$ cat config.mk
export PLATFORM = sky130hd
export DESIGN_NAME = adcr_regs
export DESIGN_NICKNAME = d
export VERILOG_FILES = /design/src/design/adcr_pkg.sv /design/src/design/adcr_regs.sv
export SDC_FILE = /design/constraint.sdc
export NUM_CORES = 1
export LEC_CHECK = 0
export BUFFER_PORTS_ARGS = -buffer_cell sky130_fd_sc_hd__buf_2
export CAP_MARGIN = 5
export CORE_UTILIZATION = 45
export DETAILED_ROUTE_END_ITERATION = 8
export PLACE_DENSITY_LB_ADDON = 0.05
export SYNTH_ARGS = -nofsm -noshare
export SYNTH_HDL_FRONTEND = slang
export SYNTH_SLANG_ARGS = --single-unit
$ cat constraint.sdc
create_clock -name clk -period 2.5 [get_ports clk]
set_input_delay 0.5 -clock clk [delete_from_list [all_inputs] [get_ports clk]]
set_output_delay 0.5 -clock clk [all_outputs]
set_load 0.02 [all_outputs]
$ cat src/design/adcr_pkg.sv
package adcr_pkg;
    localparam logic [7:0] ADDR_CONFIG = 8'h40;
    localparam logic [7:0] ADDR_WA_HI = 8'h41;
    localparam logic [7:0] ADDR_WA_LO = 8'h42;
    localparam logic [7:0] ADDR_WB_HI = 8'h43;
    localparam logic [7:0] ADDR_WB_LO = 8'h44;
    localparam logic [7:0] ADDR_NB_CFG = 8'h45;
    localparam logic [7:0] ADDR_NB_HI = 8'h46;
    localparam logic [7:0] ADDR_NB_LO = 8'h47;
    localparam int BIT_WB_PWR = 7;
    localparam int BIT_WA_PWR = 6;
    localparam int BIT_WB_RNG = 5;
    localparam int BIT_WA_RNG = 4;
    localparam int BIT_REF_SEL = 1;
    localparam int BIT_UPD_SEL = 0;
    localparam int BIT_NB_PWR = 7;
    localparam int NB_TOP_MSB = 4;
    localparam int NB_TOP_LSB = 2;
    localparam int NB_SPAN_MSB = 1;
    localparam int NB_SPAN_LSB = 0;
    localparam int WIDE_LO_MSB = 3;
    localparam int NARROW_LO_MSB = 1;
    localparam logic [7:0] CONFIG_MASK = 8'hF3;
    localparam logic [7:0] NIBBLE_MASK = 8'h0F;
    localparam logic [7:0] NB_CFG_MASK = 8'h9F;
    localparam logic [7:0] NB_LO_MASK = 8'h03;
    localparam logic [7:0] RESET_BYTE = 8'h00;

    typedef struct packed {
        logic wr;
        logic [7:0] addr;
        logic [7:0] data;
    } adcr_wr_t;

    typedef struct packed {
        logic wide_a_power_on;
        logic wide_b_power_on;
        logic wide_a_range_sel;
        logic wide_b_range_sel;
        logic aux_reference_sel;
        logic narrow_b_power_on;
        logic [2:0] narrow_b_top_level;
        logic [1:0] narrow_b_span;
        logic [11:0] wide_aux_out_a;
        logic [11:0] wide_aux_out_b;
        logic [9:0] narrow_aux_out_b;
    } adcr_analog_t;

    typedef struct packed {
        logic [7:0] config_r;
        logic [7:0] wa_hi;
        logic [7:0] wa_lo;
        logic [7:0] wb_hi;
        logic [7:0] wb_lo;
        logic [7:0] nb_cfg;
        logic [7:0] nb_hi;
        logic [7:0] nb_lo;
        logic [11:0] wa_code;
        logic [11:0] wb_code;
        logic [9:0] nb_code;
        logic [7:0] rdata;
    } adcr_state_t;
endpackage

$ cat src/design/adcr_regs.sv
// Summary of operation
// - Config bits 7,6 power wide outputs B, A
// - Bit 5 sets wide B range
// - Bit 4 sets wide A range
// - Bit 1 picks shared auxiliary reference
// - Bit 0 picks high or low trigger write
// - 0x41 holds wide A bits 11:4
// - 0x42 low nibble holds wide A 3:0
// - 0x43 holds wide B bits 11:4
// - 0x44 low nibble holds wide B 3:0
// - 0x45 bit 7 powers narrow B
// - 0x45 bits 4:2 set narrow B top
// - 0x45 bits 1:0 set narrow B span
// - Narrow B word split 0x46 and 0x47
module adcr_regs (
    input wire logic clk,
    input wire logic sys_rst,
    input wire logic clk_en,
    input wire adcr_pkg::adcr_wr_t wr_in,
    input wire logic [7:0] rd_addr,
    output logic [7:0] rd_data,
    output adcr_pkg::adcr_analog_t analog
);
    adcr_pkg::adcr_state_t state_reg;
    adcr_pkg::adcr_state_t state_next;
    logic hit_hi;
    logic hit_lo;
    logic update;

    always_comb begin
        state_next = state_reg;
        hit_hi = wr_in.wr && (wr_in.addr == adcr_pkg::ADDR_WA_HI || wr_in.addr == adcr_pkg::ADDR_WB_HI
            || wr_in.addr == adcr_pkg::ADDR_NB_HI);
        hit_lo = wr_in.wr && (wr_in.addr == adcr_pkg::ADDR_WA_LO || wr_in.addr == adcr_pkg::ADDR_WB_LO
            || wr_in.addr == adcr_pkg::ADDR_NB_LO);
        // Trigger chosen by config bit 0
        update = state_reg.config_r[adcr_pkg::BIT_UPD_SEL] ? hit_hi : hit_lo;
        if (wr_in.wr) begin
            if (wr_in.addr == adcr_pkg::ADDR_CONFIG) begin
                state_next.config_r = wr_in.data & adcr_pkg::CONFIG_MASK;
            end else if (wr_in.addr == adcr_pkg::ADDR_WA_HI) begin
                state_next.wa_hi = wr_in.data;
            end else if (wr_in.addr == adcr_pkg::ADDR_WA_LO) begin
                state_next.wa_lo = wr_in.data & adcr_pkg::NIBBLE_MASK;
            end else if (wr_in.addr == adcr_pkg::ADDR_WB_HI) begin
                state_next.wb_hi = wr_in.data;
            end else if (wr_in.addr == adcr_pkg::ADDR_WB_LO) begin
                state_next.wb_lo = wr_in.data & adcr_pkg::NIBBLE_MASK;
            end else if (wr_in.addr == adcr_pkg::ADDR_NB_CFG) begin
                state_next.nb_cfg = wr_in.data & adcr_pkg::NB_CFG_MASK;
            end else if (wr_in.addr == adcr_pkg::ADDR_NB_HI) begin
                state_next.nb_hi = wr_in.data;
            end else if (wr_in.addr == adcr_pkg::ADDR_NB_LO) begin
                state_next.nb_lo = wr_in.data & adcr_pkg::NB_LO_MASK;
            end
        end
        // Live codes change only on the trigger write, using the freshly written byte
        if (update) begin
            state_next.wa_code = {state_next.wa_hi, state_next.wa_lo[adcr_pkg::WIDE_LO_MSB:0]};
            state_next.wb_code = {state_next.wb_hi, state_next.wb_lo[adcr_pkg::WIDE_LO_MSB:0]};
            state_next.nb_code = {state_next.nb_hi, state_next.nb_lo[adcr_pkg::NARROW_LO_MSB:0]};
        end
        if (rd_addr == adcr_pkg::ADDR_CONFIG) begin
            state_next.rdata = state_next.config_r;
        end else if (rd_addr == adcr_pkg::ADDR_WA_HI) begin
            state_next.rdata = state_next.wa_hi;
        end else if (rd_addr == adcr_pkg::ADDR_WA_LO) begin
            state_next.rdata = state_next.wa_lo;
        end else if (rd_addr == adcr_pkg::ADDR_WB_HI) begin
            state_next.rdata = state_next.wb_hi;
        end else if (rd_addr == adcr_pkg::ADDR_WB_LO) begin
            state_next.rdata = state_next.wb_lo;
        end else if (rd_addr == adcr_pkg::ADDR_NB_CFG) begin
            state_next.rdata = state_next.nb_cfg;
        end else if (rd_addr == adcr_pkg::ADDR_NB_HI) begin
            state_next.rdata = state_next.nb_hi;
        end else if (rd_addr == adcr_pkg::ADDR_NB_LO) begin
            state_next.rdata = state_next.nb_lo;
        end else begin
            state_next.rdata = adcr_pkg::RESET_BYTE;
        end
    end

    always_ff @(posedge clk) begin
        if (sys_rst) begin
            state_reg <= '0;
        end else if (clk_en) begin
            state_reg <= state_next;
        end
    end

    assign rd_data = state_reg.rdata;

    always_comb begin
        analog.wide_b_power_on = state_reg.config_r[adcr_pkg::BIT_WB_PWR];
        analog.wide_a_power_on = state_reg.config_r[adcr_pkg::BIT_WA_PWR];
        analog.wide_b_range_sel = state_reg.config_r[adcr_pkg::BIT_WB_RNG];
        analog.wide_a_range_sel = state_reg.config_r[adcr_pkg::BIT_WA_RNG];
        analog.aux_reference_sel = state_reg.config_r[adcr_pkg::BIT_REF_SEL];
        analog.narrow_b_power_on = state_reg.nb_cfg[adcr_pkg::BIT_NB_PWR];
        analog.narrow_b_top_level = state_reg.nb_cfg[adcr_pkg::NB_TOP_MSB:adcr_pkg::NB_TOP_LSB];
        analog.narrow_b_span = state_reg.nb_cfg[adcr_pkg::NB_SPAN_MSB:adcr_pkg::NB_SPAN_LSB];
        analog.wide_aux_out_a = state_reg.wa_code;
        analog.wide_aux_out_b = state_reg.wb_code;
        analog.narrow_aux_out_b = state_reg.nb_code;
    end
endmodule // adcr_regs

After elaboration in Yosys (flattened, before gate mapping)
Cells that the tools add are included.
{"block": "op_classes", "muxes": 25, "magnitude_cmp": 0, "bitwise": 0, "n_addsub": 0, "n_reduce_logical": 7, "shift": 0, "n_mul": 0, "div": 0, "eq_ne": 16}
{"operator": "two-way mux 8 bit", "count": 17}
{"operator": "equality test 8 x 7 -> 1 bit, second input constant", "count": 16}
{"operator": "two-way mux 64 bit", "count": 1}
{"operator": "two-way mux 56 bit", "count": 1}
{"operator": "two-way mux 48 bit", "count": 1}
{"operator": "two-way mux 40 bit", "count": 1}
{"operator": "two-way mux 32 bit", "count": 1}
{"operator": "two-way mux 24 bit", "count": 1}
{"operator": "two-way mux 16 bit", "count": 1}
{"operator": "logical OR 1 bit", "count": 4}
{"operator": "logical AND 1 bit", "count": 2}
{"operator": "AND reduction 2 bit", "count": 1}
{"operator": "two-way mux 1 bit", "count": 1}
{"block": "word_totals", "elab_cells": 60, "rom_bits": 0, "register_bits": 106, "ramBits": 0, "inputBits": 28, "n_memories": 0, "latch_bits": 0}

Logic depth before layout (Yosys ltp)
{"block": "depth", "word_depth": 18, "ltp_mapped": 8}

Least setup slack after synthesis
No wires, ideal clock.
{"block": "synth_timing", "path_kind": "in2reg", "startpoint": "input port wr_in[13] in the netlist's numbering", "endpoint": "register state_reg (netlist bit rd_data[5])", "path_buffers": 1, "setup_ns": 0.128, "t_arrival_ns": 2.244, "setup_slack_ns": 0.129, "stages": 7, "required_time_ns": 2.372, "path_cell_list": "or4b_4 buf_6 nor3_4 mux2i_1 nor2_1 o41ai_1 a21oi_1"}
{"block": "synth_via", "elab_chain_cells": 18, "word_cells_on_any_way": 32}
{"item": "start: declaration", "line_no": "adcr_regs.sv:19", "text": "input wire adcr_pkg::adcr_wr_t wr_in,"}
{"item": "equality test 8 x 7 -> 1 bit", "line_no": "adcr_regs.sv:53", "text": "end else if (wr_in.addr == adcr_pkg::ADDR_NB_LO) begin"}
{"item": "two-way mux 8 bit", "line_no": "adcr_regs.sv:53"}
{"item": "two-way mux 8 bit", "line_no": "adcr_regs.sv:51", "text": "end else if (wr_in.addr == adcr_pkg::ADDR_NB_HI) begin"}
{"item": "two-way mux 16 bit", "line_no": "adcr_regs.sv:49", "text": "end else if (wr_in.addr == adcr_pkg::ADDR_NB_CFG) begin"}
{"item": "two-way mux 24 bit", "line_no": "adcr_regs.sv:47", "text": "end else if (wr_in.addr == adcr_pkg::ADDR_WB_LO) begin"}
{"item": "two-way mux 32 bit", "line_no": "adcr_regs.sv:45", "text": "end else if (wr_in.addr == adcr_pkg::ADDR_WB_HI) begin"}
{"item": "two-way mux 40 bit", "line_no": "adcr_regs.sv:43", "text": "end else if (wr_in.addr == adcr_pkg::ADDR_WA_LO) begin"}
{"item": "two-way mux 48 bit", "line_no": "adcr_regs.sv:41", "text": "end else if (wr_in.addr == adcr_pkg::ADDR_WA_HI) begin"}
{"item": "(+2 left out)"}
{"item": "two-way mux 8 bit", "line_no": "adcr_regs.sv:77", "text": "end else if (rd_addr == adcr_pkg::ADDR_NB_LO) begin"}
{"item": "two-way mux 8 bit", "line_no": "adcr_regs.sv:75", "text": "end else if (rd_addr == adcr_pkg::ADDR_NB_HI) begin"}
{"item": "two-way mux 8 bit", "line_no": "adcr_regs.sv:73", "text": "end else if (rd_addr == adcr_pkg::ADDR_NB_CFG) begin"}
{"item": "two-way mux 8 bit", "line_no": "adcr_regs.sv:71", "text": "end else if (rd_addr == adcr_pkg::ADDR_WB_LO) begin"}
{"item": "two-way mux 8 bit", "line_no": "adcr_regs.sv:69", "text": "end else if (rd_addr == adcr_pkg::ADDR_WB_HI) begin"}
{"item": "two-way mux 8 bit", "line_no": "adcr_regs.sv:67", "text": "end else if (rd_addr == adcr_pkg::ADDR_WA_LO) begin"}
{"item": "two-way mux 8 bit", "line_no": "adcr_regs.sv:65", "text": "end else if (rd_addr == adcr_pkg::ADDR_WA_HI) begin"}
{"item": "two-way mux 8 bit (*)", "line_no": "adcr_regs.sv:63", "text": "if (rd_addr == adcr_pkg::ADDR_CONFIG) begin"}
{"item": "end signal: assignment", "line_no": "adcr_regs.sv:88", "text": "state_reg <= state_next;"}
{"item": "end: declaration", "line_no": "adcr_regs.sv:24", "text": "adcr_pkg::adcr_state_t state_reg;"}
Mark *: on every way between the ends. The rest lies on a longest branch, timed or not.
A chain may end at the register's enable or synchronous reset.

Worst setup path after layout
{"block": "layout_timing", "startpoint": "input port wr_in[13] in the netlist's numbering", "endpoint": "register state_reg (netlist bit rd_data[6])"}
Same word-level chain as after synthesis.

==> flow_summary.ini <==
[status]
run_status = finished with violations
violations = DRC

[floorplan]
fp.dieH_um = 111
number_of_top_level_pins = 81
die_width_um = 111
initial_core_util_pct = 46.5
std_cell_rows = 39
floorplan.die_area_sq_mm = 0.0123
design.core.area_sq_mm = 0.0115

[global_routing]
grt.met2_usage_pct = 38.8
first_global_vias = 4309
grt.total_usage_pct = 25.6
grt_overflow_total = 0
number_of_antenna_violations_at_the_first_check_in_global_routing = 0
gr-max-usage-layer = met2
grt_pass1_wl_um = 23900
gr-usage-met3_pct = 4.37
groute.layer.met1.usage_pct = 35.7
maximum_number_of_pins_on_one_net_before_global_route_repair = 55

[synth]
dominant_register_cell_in_the_synthesized_netlist = dfxtp_1
ys_warn_count = 0
synth_enable_flop_cells = 0
post_synth_instance_area_sq_mm = 0.00536
post_synth.cell_area_avg_sq_um = 8.87
synth.lib_cells_used.distinct = 55
synth.net_count = 632
synthesis.instances = 604
synthArstFlopShare_pct = 0
sequential_cell_area_fraction_in_the_yosys_report_pct = 39.6
synth-seq-cells = 106

[setup_path]
worstPathMaxFanout = 4
cp_num_buf_inv = 3
critical_path.cell_chain = buf_2 -> or4b_4 -> nor3_4 -> buf_4 -> mux2i_1 -> nor2_1 -> o31ai_2 -> buf_4 -> a21oi_1
critPathCaptureType = register
crit_family = simple AND/OR/NAND/NOR gates
cp-startpoint = wr_in[13]
cp_common_cell = buf_4
worstSetupPathType = in -> reg
critical_path_arrival_ns = 2.64
cp-start-kind = input pin
cp_max_stage_cell = or4b_4
cp.required_ns = 2.74
regToRegStartpoint = state_reg[98]
crit_path_max_incr_delay_ns = 0.55
worst-r2r-setup-slack_ns = 1.03

[cells_and_area]
insertedDiodeCount = 0
post_route_cells_drive_above_1_share_pct = 26.2
layout_common_cells = dfxtp_1, nor2_1, buf_2
nNetsFinal = 698
flow.area_growth_from_synthesis_pct = 15.9
leading_cell_type_in_the_layout_fill_and_taps_excluded = dfxtp_1
num-fill-cells = 1100
number_of_flip_flops_in_the_largest_register = 53
final_core_utilization_pct = 53.9
fin_area_sq_mm = 0.00621

[power]
total_switching_power_uw = 814
clock_power_share_pct = 43.2
internal_power_mw = 2.58
power_frac_comb_pct = 6.6
seq_power_share_pct = 50.2
post-layout-total-power_mw = 3.39
areal_power_density_over_the_cells_mw_per_mm2 = 547
max-vdd-ir-drop_v = 0.000367
p_sw_share_pct = 24.0
power.leakage_nw = 2.80

[timing]
final.setup.tns_ns = 0
setup_repair_after_global_routing_missed_its_margin = false
worst_clock_skew_ns = 0.0105
finalHoldViolCount = 0
timing.fmax_ghz = 0.416
drv_slew = 0
worst_pin_slew_ns = 0.559
max_slew_margin_pct = 62.4
final_min_period_over_clock_period_pct = 96.1
setup_viol_count_final = 0
period_needed_ns = 2.40

[run]
maxCapViolations = 0

[clock_tree]
cts-buffers-inserted = 9
cts_sinks = 106
cts_max_level = 3
cts.clk_slew.worst_paths_ns = 0.08
cts_root_buf = clkbuf_16
clockBufferDepth = 2
cts_tree = built
clock_latency_on_the_worst_skew_pair_ns = 0.36

[drt]
route.vias.total = 4601
wire_per_inst_um = 18.5
route.antenna.remaining_nets = 0
detail_route.wirelength_um = 15100
dr.first_iter.drc_count = 261
route.detailed.vias_per_inst = 5.62
dr.pass1.iters = 6
drcViolationCount = 14

[placement]
detailedPlacementHpwl_um = 11300
port_buffers = 80
routabilityCongestion = 0.847
area_after_detailed_placement_sq_mm = 0.00589

[hold_path]
min-delay-start = state_reg[57]
min_path_type = reg -> reg
area by class of cell:
type	instances	area, sq um	area share (%)
Clock buffer	11	243	3.91
Inverter	8	30.0	0.484
Clock inverter	5	61.3	0.988
Sequential cell	106	2120	34.2
Timing Repair Buffer	149	931	15.0
Tap cell	143	179	2.88
Multi-Input combinational cell	396	2640	42.6
per-layer routing:
| layer | part of all wire [%] | vias to the layer above |
|---|---|---|
| met5 | 0 | - |
| met4 | 2.5 | 0 |
| met3 | 5.1 | 25 |
| met2 | 44 | 124 |
| met1 | 48 | 2198 |
| li1 | - | 2254 |
power groups by stage:
| stage | clock, mW | combinational, mW | sequential [mW] |
|---|---|---|---|
| final | 1.47 | 0.225 | 1.70 |
| after global routing | 1.57 | 0.245 | 1.70 |
| after CTS | 1.50 | 0.224 | 1.70 |
| after detailed placement | 0 | 0.223 | 1.74 |
| after global placement | 0 | 0.220 | 1.74 |
| after floorplan | 0 | 0.133 | 1.74 |
worst reg2reg max path: cells and delay by family, from the launching register on:
kind / cells / cell delay, ns
compound gates: 3 / 0.63
buf+inv: 2 / 0.40
flops: 1 / 0.36
stage by stage:
stage / cells / hold slack, ns / worst slack (ns)
after CTS: 818 / 0.456 / 0.0386
final: 818 / 0.459 / 0.0963
after global routing: 818 / 0.480 / 0.0194
after global placement: 802 / 0.442 / -0.338
after detailed placement: 802 / 0.446 / -0.338
after floorplan: 604 / 0.421 / 0.129
Yosys cell counts (2+ instances only):
cell type  number  area (sq um)
a211oi_1       40           300
a21o_1          3          22.5
a21oi_1        28           140
a221oi_1        7          61.3
a311o_1         6          60.1
a311oi_1        2          17.5
a31oi_1         4          25.0
a32o_1          3          30.0
and2_1         15          93.8
and3_1          3          18.8
and3b_1         6          52.6
and4_1          2          17.5
buf_2           4          20.0
buf_4          57           428
buf_6           2          22.5
clkbuf_1       30           113
dfxtp_1       106          2120
inv_1           8          30.0
mux2i_1        69           691
nand2_1        24          90.1
nand2b_1        4          25.0
nand3_1        24           120
nand3b_1        2          15.0
nand4_1         4          25.0
nor2_1         89           334
nor2b_1         2          12.5
nor3_1          5          25.0
nor3_4          2          32.5
nor3b_1         3          22.5
nor4b_1         4          35.0
o21ai_0         7          35.0
o22ai_1         5          31.3
o31a_1          4          35.0
o31ai_1         7          52.6
or4_1           3          22.5
final timing paths:
check,end,cells past startpoint
worst min register to register,state_reg[57],2
worst max register to register,analog[17],5
worst max-delay path,rd_data[6],9
worst min-delay path,state_reg[57],2
timing repair:
action / CTS / global route
hold buffers: 0 / 0
setup buffers: 0 / 0
setup endpoints to repair: 0 / 2
resized for setup: 0 / 2
cell families after synthesis:
logic type / synth area share, %
and+or+nand+nor: 19.2
muxes: 13.1
buffers and inverters: 11.5
AOI/OAI and AO/OA: 16.4
DFF: 39.6
xor gates and xnor gates: 0.164
No activity file was read; power rests on OpenSTA's default activity.
